[config.mk]
export PLATFORM = sky130hd
export DESIGN_NAME = cso_top
export DESIGN_NICKNAME = d
export VERILOG_FILES = /design/src/rtl/cso_pkg.sv /design/src/rtl/cso_sync_if.sv /design/src/rtl/cso_sync.sv /design/src/rtl/cso_top.sv
export VERILOG_INCLUDE_DIRS = /design/src /design/src/rtl
export SDC_FILE = /design/constraint.sdc
export NUM_CORES = 1
export LEC_CHECK = 0
export ABC_AREA = 1
export BUFFER_PORTS_ARGS = -buffer_cell sky130_fd_sc_hd__buf_4
export CAP_MARGIN = 5
export CORE_ASPECT_RATIO = 0.8
export CORE_MARGIN = 2
export CORE_UTILIZATION = 55
export CTS_BUF_LIST = sky130_fd_sc_hd__clkbuf_4 sky130_fd_sc_hd__clkbuf_8
export CTS_CLUSTER_DIAMETER = 60
export DETAILED_ROUTE_END_ITERATION = 16
export PLACE_DENSITY = 0.84
export SYNTH_ARGS = -nofsm -noshare
export SYNTH_HDL_FRONTEND = slang
export SYNTH_SLANG_ARGS = --single-unit
[constraint.sdc]
create_clock -name clk -period 2.15 [get_ports clk]
set_clock_uncertainty 0.1 [all_clocks]
set_input_delay 0 -clock clk [delete_from_list [all_inputs] [get_ports clk]]
set_output_delay 0 -clock clk [all_outputs]
set_load 0.05 [all_outputs]
[src/rtl/cso_regs.svh]
/*
 * Constants for the conversion start and over-temperature flag block.
 * Assumes a 50 MHz system clock; all times are turned into cycle counts.
 */
// Overview of operation
// - a temperature result above the 8-bit setpoint raises the flag.
// - the flag drops once a host serial read transaction completes.
// - a rising edge on convert-start powers up the part for 4 us.
// - a pulse longer than power-up enters hold on its falling edge.
// - a shorter pulse holds off hold and conversion until power-up ends.
// - the track-and-hold returns to track when a conversion finishes.
// - channel code 4 selects the external analog input for conversion.
// - results appear 15 us after start for analog, 30 us for temperature.
// - in auto mode a serial transfer starts a conversion 3 us later if the sequencer is then idle.
`ifndef CSO_REGS_SVH
`define CSO_REGS_SVH
`define CSO_CLK_MHZ 50
`define CSO_PWRUP_US 4
`define CSO_CONV_AIN_US 15
`define CSO_CONV_TEMP_US 30
`define CSO_AUTO_DLY_US 3
`define CSO_PWRUP_CYC (`CSO_PWRUP_US * `CSO_CLK_MHZ)
`define CSO_CONV_AIN_CYC (`CSO_CONV_AIN_US * `CSO_CLK_MHZ)
`define CSO_CONV_TEMP_CYC (`CSO_CONV_TEMP_US * `CSO_CLK_MHZ)
`define CSO_AUTO_DLY_CYC (`CSO_AUTO_DLY_US * `CSO_CLK_MHZ)
`define CSO_CH_TEMP 3'h0
`define CSO_CH_AIN 3'h4
`define CSO_SETPOINT_RST 8'h00
`define CSO_CNT_W 11
`endif

[src/rtl/cso_pkg.sv]
/*
 * Types for the conversion control block.
 * Assumes cso_regs.svh supplies the numeric constants.
 */
package cso_pkg;
    typedef enum logic [1:0] {CSO_IDLE, CSO_PWRUP, CSO_WAIT_FALL,
        CSO_CONVERT} cso_state_t;
    typedef logic [2:0] cso_chan_t;
endpackage : cso_pkg

[src/rtl/cso_sync_if.sv]
/*
 * Interface carrying synchronised pin levels and the transfer-done pulse to the control core.
 * Assumes both ends run on clk.
 */
`timescale 1ns/100ps
interface cso_sync_if;
    logic conv_lvl;
    logic xfer_done;
    logic xfer_read;
    modport src (output conv_lvl, output xfer_done, output xfer_read);
    modport dst (input conv_lvl, input xfer_done, input xfer_read);
endinterface : cso_sync_if

[src/rtl/cso_sync.sv]
/*
 * Two-flop synchronisers for pins from outside the clock domain.
 * Assumes asynchronous pins; transfer-done arrives as a level toggle
 * from the serial engine's domain.
 */
`timescale 1ns/100ps
module cso_sync (
    input wire logic clk,          // system clock
    input wire logic sys_rst,      // sync reset, high
    input wire logic conv_pin,     // convert-start pin
    input wire logic xfer_tgl,     // toggles per finished transfer
    input wire logic xfer_rd_pin,  // level: last transfer was a read
    cso_sync_if.src so             // synchronised outputs
);
    logic [1:0] conv_s;
    logic [1:0] tgl_s;
    logic [1:0] rd_s;
    logic tgl_d;

    // ********************************
    // synchronisers; first stage read only by second
    // ********************************
    always_ff @(posedge clk) begin
        if (sys_rst) begin
            conv_s <= 2'h0;
            tgl_s <= 2'h0;
            rd_s <= 2'h0;
            tgl_d <= 1'b0;
        end else begin
            conv_s <= {conv_s[0], conv_pin};
            tgl_s <= {tgl_s[0], xfer_tgl};
            rd_s <= {rd_s[0], xfer_rd_pin};
            tgl_d <= tgl_s[1];
        end
    end

    assign so.conv_lvl = conv_s[1];
    assign so.xfer_done = tgl_s[1] ^ tgl_d; // toggle to pulse
    assign so.xfer_read = rd_s[1];
endmodule : cso_sync

[src/rtl/cso_top.sv]
/*
 * Conversion start sequencing and over-temperature flag.
 * Assumes the serial engine supplies setpoint, channel, mode and a
 * transfer-done toggle; the converter core consumes hold/start and
 * returns a result when told the conversion time has elapsed.
 */
`timescale 1ns/100ps
`include "cso_regs.svh"
module cso_top (
    input wire logic clk,                 // 50 MHz clock
    input wire logic sys_rst,             // sync reset, high
    input wire logic convert_start_in,    // convert-start pin
    input wire logic xfer_tgl,            // serial transfer done toggle
    input wire logic xfer_rd_pin,         // last transfer was a read
    input wire logic auto_mode,           // automatic conversion mode
    input wire cso_pkg::cso_chan_t chan_sel, // channel select field
    input wire logic [7:0] overtemp_setpoint, // temperature setpoint
    input wire logic [9:0] adc_result,    // result from converter core
    output logic powered_up,              // part at full power
    output logic hold_out,                // high: track-and-hold in hold
    output logic conv_busy,               // conversion in progress
    output logic result_valid,            // one-cycle result strobe
    output logic [9:0] result_data,       // latched result
    output logic [2:0] result_chan,       // channel of latched result
    output logic overtemp_flag_out,       // open-drain drive, high=pull
    output logic overtemp_oe_n            // low while pin driven low
);
    import cso_pkg::*;

    cso_sync_if sif ();
    cso_state_t state_r;
    logic [`CSO_CNT_W-1:0] cnt_r;
    logic [`CSO_CNT_W-1:0] auto_cnt_r;
    logic auto_pend_r;
    logic conv_d_r;
    logic pwr_done_r;
    logic fell_r;
    logic flag_r;
    cso_chan_t chan_r;
    logic rise;
    logic fall;
    logic auto_go;
    logic conv_end;

    cso_sync u_sync (
        .clk(clk),
        .sys_rst(sys_rst),
        .conv_pin(convert_start_in),
        .xfer_tgl(xfer_tgl),
        .xfer_rd_pin(xfer_rd_pin),
        .so(sif.src)
    );

    // conversion length depends on channel
    function automatic logic [`CSO_CNT_W-1:0] conv_len(input cso_chan_t c);
        if (c == `CSO_CH_TEMP) begin
            conv_len = `CSO_CNT_W'(`CSO_CONV_TEMP_CYC - 1);
        end else begin
            conv_len = `CSO_CNT_W'(`CSO_CONV_AIN_CYC - 1);
        end
    endfunction : conv_len

    // ********************************
    // edge detection on synchronised pin
    // ********************************
    always_ff @(posedge clk) begin
        if (sys_rst) begin
            conv_d_r <= 1'b0;
        end else begin
            conv_d_r <= sif.conv_lvl;
        end
    end
    assign rise = sif.conv_lvl & ~conv_d_r;
    assign fall = ~sif.conv_lvl & conv_d_r;
    assign conv_end = (state_r == CSO_CONVERT) && (cnt_r == '0);

    // ********************************
    // automatic-mode delay after each transfer
    // ********************************
    always_ff @(posedge clk) begin
        if (sys_rst) begin
            auto_pend_r <= 1'b0;
            auto_cnt_r <= '0;
        end else if (auto_mode && sif.xfer_done) begin
            // oscillator restarts at end of transfer
            auto_pend_r <= 1'b1;
            auto_cnt_r <= `CSO_CNT_W'(`CSO_AUTO_DLY_CYC - 1);
        end else if (auto_pend_r) begin
            if (auto_cnt_r == '0) begin
                auto_pend_r <= (state_r == CSO_CONVERT); // wait if busy
            end else begin
                auto_cnt_r <= auto_cnt_r - 1'b1;
            end
        end
    end
    assign auto_go = auto_pend_r && (auto_cnt_r == '0) &&
        (state_r != CSO_CONVERT);

    // ********************************
    // power-up and conversion sequencer
    // ********************************
    always_ff @(posedge clk) begin
        if (sys_rst) begin
            state_r <= CSO_IDLE;
            cnt_r <= '0;
            fell_r <= 1'b0;
            chan_r <= `CSO_CH_TEMP;
        end else begin
            case (state_r)
                CSO_IDLE: begin
                    if (rise) begin
                        state_r <= CSO_PWRUP;
                        cnt_r <= `CSO_CNT_W'(`CSO_PWRUP_CYC - 1);
                        fell_r <= 1'b0;
                    end else if (auto_go) begin
                        state_r <= CSO_CONVERT;
                        chan_r <= chan_sel;
                        cnt_r <= conv_len(chan_sel);
                    end
                end
                CSO_PWRUP: begin
                    if (fall) begin
                        fell_r <= 1'b1;
                    end
                    if (cnt_r == '0) begin
                        if (fell_r || fall) begin
                            // short pulse: start once power-up done
                            state_r <= CSO_CONVERT;
                            chan_r <= chan_sel;
                            cnt_r <= conv_len(chan_sel);
                        end else begin
                            state_r <= CSO_WAIT_FALL;
                        end
                    end else begin
                        cnt_r <= cnt_r - 1'b1;
                    end
                end
                CSO_WAIT_FALL: begin
                    if (fall) begin
                        state_r <= CSO_CONVERT;
                        chan_r <= chan_sel;
                        cnt_r <= conv_len(chan_sel);
                    end
                end
                CSO_CONVERT: begin
                    if (cnt_r == '0) begin
                        state_r <= CSO_IDLE;
                    end else begin
                        cnt_r <= cnt_r - 1'b1;
                    end
                end
                default: begin
                    state_r <= CSO_IDLE;
                end
            endcase
        end
    end

    // ********************************
    // registered status outputs
    // ********************************
    always_ff @(posedge clk) begin
        if (sys_rst) begin
            powered_up <= 1'b0;
            hold_out <= 1'b0;
            conv_busy <= 1'b0;
        end else begin
            powered_up <= (state_r == CSO_WAIT_FALL) ||
                (state_r == CSO_CONVERT);
            hold_out <= (state_r == CSO_CONVERT) && !conv_end;
            conv_busy <= (state_r == CSO_CONVERT) && !conv_end;
        end
    end

    // ********************************
    // result capture
    // ********************************
    always_ff @(posedge clk) begin
        if (sys_rst) begin
            result_valid <= 1'b0;
            result_data <= 10'h000;
            result_chan <= 3'h0;
        end else begin
            result_valid <= conv_end;
            if (conv_end) begin
                result_data <= adc_result;
                result_chan <= chan_r;
            end
        end
    end

    // ********************************
    // over-temperature flag; a set in the clearing cycle wins
    // ********************************
    always_ff @(posedge clk) begin
        if (sys_rst) begin
            flag_r <= 1'b0;
        end else if (conv_end && chan_r == `CSO_CH_TEMP &&
                adc_result[9:2] > overtemp_setpoint) begin
            flag_r <= 1'b1;
        end else if (sif.xfer_done && sif.xfer_read) begin
            flag_r <= 1'b0;
        end
    end

    // open drain: pin pulled low (oe_n low) when flag active
    always_ff @(posedge clk) begin
        if (sys_rst) begin
            overtemp_flag_out <= 1'b0;
            overtemp_oe_n <= 1'b1;
        end else begin
            overtemp_flag_out <= flag_r;
            overtemp_oe_n <= ~flag_r;
        end
    end

    // ********************************
    // checks
    // ********************************
    AST_PWRUP_LEN: assert property (@(posedge clk) disable iff (sys_rst)
        (state_r == CSO_IDLE && rise) |=>
        (state_r == CSO_PWRUP) [*8])
        else $error("power-up ended early");
    AST_LONG_FALL: assert property (@(posedge clk) disable iff (sys_rst)
        (state_r == CSO_WAIT_FALL && fall) |=> state_r == CSO_CONVERT)
        else $error("no conversion after long pulse fell");
    AST_SHORT_HOLD: assert property (@(posedge clk)
        disable iff (sys_rst)
        (state_r == CSO_PWRUP && cnt_r != '0) |=> !hold_out)
        else $error("hold entered before power-up done");
    AST_TRACK_END: assert property (@(posedge clk) disable iff (sys_rst)
        conv_end |=> !hold_out && result_valid)
        else $error("track not restored at end");
    AST_CHAN: assert property (@(posedge clk) disable iff (sys_rst)
        (state_r != CSO_CONVERT) ##1 (state_r == CSO_CONVERT) |->
        chan_r == $past(chan_sel))
        else $error("wrong channel latched");
    AST_CONV_LEN: assert property (@(posedge clk) disable iff (sys_rst)
        (state_r != CSO_CONVERT) ##1 (state_r == CSO_CONVERT &&
        chan_r == `CSO_CH_AIN) |->
        cnt_r == `CSO_CNT_W'(`CSO_CONV_AIN_CYC - 1))
        else $error("analog conversion length wrong");
    AST_OT_SET: assert property (@(posedge clk) disable iff (sys_rst)
        (conv_end && chan_r == `CSO_CH_TEMP &&
        adc_result[9:2] > overtemp_setpoint) |=> ##1 !overtemp_oe_n)
        else $error("overtemp not raised");
    AST_OT_CLR: assert property (@(posedge clk) disable iff (sys_rst)
        (sif.xfer_done && sif.xfer_read && !conv_end) |=> !flag_r)
        else $error("overtemp not cleared by read");
    AST_AUTO: assert property (@(posedge clk) disable iff (sys_rst)
        (auto_mode && sif.xfer_done && state_r == CSO_IDLE &&
        !sif.conv_lvl) |=> !hold_out [*8])
        else $error("auto conversion too early");
endmodule : cso_top

==> results.toml, run 1 <==
[cells_and_area]
drive_above_1_share = 0.169
diodes = 0
layout.nets = 580
area_growth_pct = 23.3
final_cells = 616
layout.core_utilization = 0.710

[worst_setup_path]
rr_endpoint = "cnt_r[7]"
worst_setup_path_endpoint = "cnt_r[7]"
worstSetupPathType = "reg -> reg"
crit-reg2reg-launch = "state_r[0]"
timing.critical_path.arrival_ps = 2120
critPathRequiredTime_ps = 2260
end_kind = "flip-flop"
reg2reg_slack_ps = 130
critical_path.startpoint = "state_r[0]"
worstRegToRegCells = 9
crit_fanout = 9
cp-start-kind = "flip-flop"

[placement]
detailed_place_hpwl_microns = 5840
place.gp.congestion = 0.946
dp.cells = 591
io_buffer_count = 45

[synthesis]
synthesis.area_per_instance_sq_um = 6.77
synth_top_area_cell = "sky130_fd_sc_hd__dfxtp_1"
synth-seq-area-share = 0.352
synth-seq-cells = 56
synthesis.nets = 513
synth_largest_type_area_fraction = 0.352
synth-edff-count = 0
synthCells = 470
top_area_cells_in_the_synthesized_netlist = "sky130_fd_sc_hd__dfxtp_1 35%, sky130_fd_sc_hd__nand2_1 14%, sky130_fd_sc_hd__inv_1 8.5%, sky130_fd_sc_hd__nor2_1 7.8%, sky130_fd_sc_hd__ha_1 6.3%"
async_reset_ff_frac = 0
ys_flop_type = "sky130_fd_sc_hd__dfxtp_1"
synth-warning-count = 0
mappedNetlistArea_sq_um = 3180
synth.distinct_cells = 38

[timing]
timing.final.setup_violations = 0
worst_slew_margin_rel = 0.688
grt_setup_unrepaired = "no"
setup_tns_ps = 0
timing.final.max_slew_violations = 0
timing_hold_violations_final = 0
worst_pin_slew_ps = 466
fmaxAchievable_mhz = 496
post-route-period-util = 0.938
hold_ws_ps = 56.2
min_period_ps = 2020

[routing]
drt_drc_violations_left = 0
dr.first_iter.drc_count = 234
vias_per_cell = 5.26
antenna_left = 0
drt-total-wl_microns = 8040
route.detailed.wl_per_inst_microns = 13.1
route.vias.total = 3239
drt-pass1-iter-count = 5

[global_routing]
global_routing_met1_resource_utilization = 0.381
global_route.peak_usage_layer = "met2"
antenna_found_initial = 0
grt_remaining_overflow = 0
track_usage = 0.268
grt_pass1_vias = 3020
grt_pass1_wl_microns = 13600
grt_start_max_net_pins = 35
met2_global_route_usage = 0.415
grtUsageMet3 = 0.0580

[clock_tree]
post_cts.repair.setup_buffers = 0
clkTransAtPathRegs_ps = 100
clock-sinks = 56
tritoncts = "done"
root_buffer = "sky130_fd_sc_hd__clkbuf_8"
cts_max_level = 2
clk_path_buf_depth = 2
cts-buffers-inserted = 5
insertion_delay_ps = 310

[die]
fp.dieH_microns = 72.0
ios = 46
fp.coreArea_sq_um = 5530
die_w_microns = 89.1
placement_rows = 24
initial_utilization = 0.576
overall_die_area_sq_um = 6420

[power_and_ir_drop]
finalPower_uw = 4170
static-leakage-power_uw = 0.00190
power_per_unit_of_standard_cell_area_nw_per_um2 = 1060
power.ir.vdd_worst_mv = 0.548

[job]
max_cap_viol_count = 0

[run_status]
status = "completed"

[hold_path]
hold_path_class = "in -> reg"
[worst min-delay path by stage]
stage	start	endpoint	slack, ps	cells after the start
detailed placement	xfer_tgl	u_sync.tgl_s[0]	120	3
floorplan	convert_start_in	u_sync.conv_s[0]	7	2
finish	auto_mode	auto_pend_r	60	3
CTS	auto_mode	auto_pend_r	40	3
global placement	xfer_rd_pin	u_sync.rd_s[0]	100	3
global route	auto_mode	auto_pend_r	90	3
[report_power, final]
part	internal, uW	total, uW	switching (uW)	leakage, uW
clock	345	693	348	0.0000541
sequential	1200	1360	163	0.000457
combinational	730	2110	1380	0.00139
[layout by cell type (no fill, tap or decap), types with 15 or more instances in the layout]
master / count
sky130_fd_sc_hd__a211oi_1: 16
sky130_fd_sc_hd__a21oi_1: 22
sky130_fd_sc_hd__buf_4: 54
sky130_fd_sc_hd__dfxtp_1: 56
sky130_fd_sc_hd__dlygate4sd3_1: 17
sky130_fd_sc_hd__ha_1: 15
sky130_fd_sc_hd__inv_1: 72
sky130_fd_sc_hd__nand2_1: 115
sky130_fd_sc_hd__nand3_1: 26
sky130_fd_sc_hd__nor2_1: 65
sky130_fd_sc_hd__o21ai_0: 20
[cells in the mapped netlist, types with 4 or more instances]
library cell               number
sky130_fd_sc_hd__nand2_1      115
sky130_fd_sc_hd__inv_2          4
sky130_fd_sc_hd__clkbuf_1       6
sky130_fd_sc_hd__o21ai_0       20
sky130_fd_sc_hd__ha_1          16
sky130_fd_sc_hd__dfxtp_1       56
sky130_fd_sc_hd__nand3_1       26
sky130_fd_sc_hd__nor3_1         5
sky130_fd_sc_hd__a211oi_1      16
sky130_fd_sc_hd__nor2_4         4
sky130_fd_sc_hd__a21oi_1       22
sky130_fd_sc_hd__inv_1         72
sky130_fd_sc_hd__nor2_1        66
[cells by family (layout without fill, tap and decap cells)]
group | Yosys count | in the layout | synth area share
compound gates | 71 | 71 | 0.135
flops | 56 | 56 | 0.352
fa+ha+maj | 16 | 16 | 0.0629
xor+xnor | 5 | 5 | 0.0138
simple gates | 235 | 235 | 0.329
buf+inv | 87 | 155 | 0.107
[per-layer routing]
metal / share of wire / up-vias
met4: 0.0082 / 0
met3: 0.084 / 11
li1: - / 1621
met1: 0.46 / 1455
met2: 0.45 / 152
met5: 0 / -
[cell type report]
cell class	instances	area, sq um
clock buffer	5	68.8
clock inverter	3	42.5
fill	445	1600
inverter	76	285
multi-input combinational	327	1730
sequential	56	1120
tap	78	97.6
timing repair buffer	71	576
[stage by stage]
stage	cell area, sq um	setup WS (ps)
after floorplan	3180	472
final	3920	134
after global placement	3630	208
after global routing	3920	10.5
after detailed placement	3630	54.5
after CTS	3910	43.7
[repair_timing]
action | CTS | global route
setup endpoints to repair | 0 | 10
gates resized for setup | 0 | 3
hold endpoints to repair | 20 | 0
hold buffers | 17 | 0
[registers in the layout, summed over array words and instances (netlist names), 2 cells and up]
register and cells:
auto_cnt_r 11, cnt_r 11, result_data 10, chan_r 3, result_chan 3, state_r 2
u_sync.conv_s 2, u_sync.rd_s 2, u_sync.tgl_s 2
[critical path, stage by stage (launching register included)]
cell,delay [ps]
sky130_fd_sc_hd__dfxtp_1,350
sky130_fd_sc_hd__inv_1,130
sky130_fd_sc_hd__ha_2,270
sky130_fd_sc_hd__inv_2,110
sky130_fd_sc_hd__nor2_1,250
sky130_fd_sc_hd__nand2_2,130
sky130_fd_sc_hd__nand3_4,150
sky130_fd_sc_hd__inv_1,130
sky130_fd_sc_hd__o21ai_0,220
sky130_fd_sc_hd__nor2_1,70
No activity file was read; power rests on OpenSTA's default activity.
==> run 2: changes to the inputs <==
Settings changed: ABC_AREA 1 to default, PLACE_DENSITY 0.84 to 0.85, REMOVE_ABC_BUFFERS from default to 1.
==> results.toml, run 2 <==
[timing]
finalWorstSetupSlack_ps = -387
post-route-period-util = 1.18
timing.final.setup_violations = 16
timing_hold_violations_final = 0
timing.final.max_slew_violations = 0
worst_pin_slew_ps = 511
min_period_ps = 2540
fmaxAchievable_mhz = 394
grt_setup_unrepaired = "yes"
worst_slew_margin_rel = 0.659

[global_routing]
antenna_found_initial = 0
grt_pass1_vias = 2985
grt_remaining_overflow = 0
grt_start_max_net_pins = 49
grt_pass1_wl_microns = 14300
track_usage = 0.316

[synthesis]
mappedNetlistArea_sq_um = 2880
synth-edff-count = 0
synth-warning-count = 0
synthesis.area_per_instance_sq_um = 8.22
synth.distinct_cells = 55
post-synth-top-count-cell = "sky130_fd_sc_hd__dfxtp_1"
synth_top_area_cell = "sky130_fd_sc_hd__dfxtp_1"
synth-seq-cells = 56
synth_largest_type_area_fraction = 0.389
synth-seq-area-share = 0.389
synthCells = 351
ys_flop_type = "sky130_fd_sc_hd__dfxtp_1"
async_reset_ff_frac = 0
netlist_top_cells_count = "56 x sky130_fd_sc_hd__dfxtp_1, 38 x sky130_fd_sc_hd__nand2_1, 36 x sky130_fd_sc_hd__a21oi_1, 32 x sky130_fd_sc_hd__nor2_1, 21 x sky130_fd_sc_hd__inv_1"
top_area_cells_in_the_synthesized_netlist = "sky130_fd_sc_hd__dfxtp_1 39%, sky130_fd_sc_hd__ha_1 6.9%, sky130_fd_sc_hd__a21oi_1 6.2%, sky130_fd_sc_hd__nand2_1 4.9%, sky130_fd_sc_hd__nor2_1 4.2%"

[die]
fp.dieH_microns = 68.8
ios = 46
overall_die_area_sq_um = 5840
placement_rows = 23
fp.coreArea_sq_um = 5040
die_w_microns = 85.0
initial_utilization = 0.573

[cells_and_area]
layout.cell_area.non_filler_sq_um = 3990
final_cells = 516
multi_input_area_sq_um = 1700
area_growth_pct = 38.5
fillers = 301
diodes = 0
largest_registers = "auto_cnt_r: 11 flops, cnt_r: 11 flops, result_data: 10 flops"
layout.cells.most_common = "sky130_fd_sc_hd__buf_4"
layout_common_cells = "89 x sky130_fd_sc_hd__buf_4, 52 x sky130_fd_sc_hd__dfxtp_1, 37 x sky130_fd_sc_hd__nand2_1"
layout.nets = 496
drive_above_1_share = 0.295
layout.core_utilization = 0.793
seq_area_sq_um = 1130

[worst_setup_path]
critical_path.startpoint = "auto_cnt_r[0]"
rr_endpoint = "chan_r[1]"
cp_slowest_stage_delay_ps = 440
critPathRequiredTime_ps = 2240
cell_with_the_largest_stage_delay_on_the_worst_path = "sky130_fd_sc_hd__or4_4"
crit_fanout = 3
worst_path_dominant_cell_family = "simple AND/OR/NAND/NOR gates"
end_kind = "flip-flop"
crit-reg2reg-launch = "auto_cnt_r[0]"
timing.critical_path.arrival_ps = 2630
worstRegToRegCells = 8
bufs_and_invs_on_worst_path = 2
cp-start-kind = "flip-flop"
critical_path_depth = 8
worst_setup_path_endpoint = "chan_r[1]"
reg2reg_slack_ps = -390
worstSetupPathType = "reg -> reg"
path_cells = "inv_2 > ha_2 > or4bb_1 > or4_4 > buf_4 > a221o_1 > mux2i_1 > nor2_1"

[placement]
minimum_setup_slack_after_placement_ps = -360
dp.cells = 487
place.gp.congestion = 0.916
io_buffer_count = 45
post_place_cell_area_sq_um = 3580
detailed_place_hpwl_microns = 5630

[run_status]
status = "finished with violations"
failed_checks = "negative setup slack"

[routing]
route.detailed.wl_per_inst_microns = 17.2
drt-pass1-iter-count = 5
route.vias.total = 3029
drt_drc_violations_left = 0
drt-total-wl_microns = 8870
antenna_left = 0
vias_per_cell = 5.87
dr.first_iter.drc_count = 223

[clock_tree]
cts-buffers-inserted = 5
cts_max_level = 2
root_buffer = "sky130_fd_sc_hd__clkbuf_8"
clk_path_buf_depth = 2
clkTransAtPathRegs_ps = 110
tritoncts = "done"
clock-sinks = 56
insertion_delay_ps = 320

[power_and_ir_drop]
power_frac_clock = 0.151
static-leakage-power_uw = 0.00174
net_switching_share_of_the_total_power = 0.405
power.ir.vdd_worst_mv = 0.867
internal_power_uw = 2470
p_sw_uw = 1680
seqPwrFrac = 0.309
power.combinational.fraction = 0.540
power_per_unit_of_standard_cell_area_nw_per_um2 = 1040

[hold_path]
min_from = "sys_rst"
hold_path_class = "in -> reg"

[job]
max_cap_viol_count = 0
run 2: changes by cell type after synthesis, sizes merged, moves of 6 or more:
cell    previous run  this run
nor2              74        32
nor3               6        15
nor2b              0        10
nand2b             0        11
mux2i              0         6
nand3             29         5
inv               76        21
clkbuf             6        15
a211oi            16         2
a21oi             25        36
nand2            118        38
run 2: per-layer routing:
metal / wire length, microns / vias to the layer above / share of wire / global-route usage
met3: 552 / 32 / 0.062 / 0.0738
met2: 4310 / 141 / 0.49 / 0.557
met1: 3730 / 1421 / 0.42 / 0.379
li1: - / 1435 / - / -
met4: 283 / 0 / 0.032 / 0.125
met5: 0 / - / 0 / 0
run 2: final cells by class:
type	count	area share
Clock inverter	3	0.00721
Inverter	21	0.0197
Clock buffer	5	0.0172
Multi-Input combinational cell	257	0.427
Sequential cell	56	0.282
Tap cell	62	0.0194
Timing Repair Buffer	112	0.228
run 2: cells by family after synthesis:
logic type	after synthesis	synth area share
compound gates	88	0.198
flops	56	0.389
mux	6	0.0208
simple gates	135	0.233
buf+inv	38	0.0534
xor+xnor	12	0.0364
fa+ha+maj	16	0.0694
run 2: worst reg2reg max path, cell delays in order, from the launching register on:
cell and delay, ps:
sky130_fd_sc_hd__dfxtp_2 340, sky130_fd_sc_hd__inv_2 50, sky130_fd_sc_hd__ha_2 180, sky130_fd_sc_hd__or4bb_1 390
sky130_fd_sc_hd__or4_4 440, sky130_fd_sc_hd__buf_4 160, sky130_fd_sc_hd__a221o_1 400, sky130_fd_sc_hd__mux2i_1 240
sky130_fd_sc_hd__nor2_1 80
run 2: worst min path at each step:
stage,end,slack (ps),depth (start not counted)
after floorplan,auto_cnt_r[0],-30,1
after global placement,u_sync.tgl_s[0],110,2
after detailed placement,u_sync.rd_s[0],120,2
after CTS,auto_cnt_r[2],2,3
after global routing,auto_cnt_r[2],30,3
final,auto_pend_r,20,2
run 2: metrics by stage:
step	TNS, ps	power [uW]	hold WS [ps]
4_1_cts	-3760	4010	1.52
5_1_grt	-6130	4380	32.2
3_5_place_dp	-4570	3200	121
2_1_floorplan	-6350	2440	-30.9
3_3_place_gp	-4130	3160	114
6_report	-4440	4150	23.9
run 2: repair_timing:
item	CTS	global route
hold endpoints to repair	16	0
setup endpoints to repair	18	36
pin swaps	9	6
resized for setup	17	14
hold buffers	16	0
buffers inserted	2	2
cloned	1	0
run 2: power by group through the flow:
| stage | logic [uW] | registers [uW] | clock network [uW] |
|---|---|---|---|
| CTS | 2120 | 1260 | 630 |
| global route | 2410 | 1300 | 676 |
| finish | 2240 | 1280 | 628 |
| global placement | 1880 | 1280 | 0 |
| floorplan | 1100 | 1340 | 0 |
| detailed placement | 1920 | 1280 | 0 |
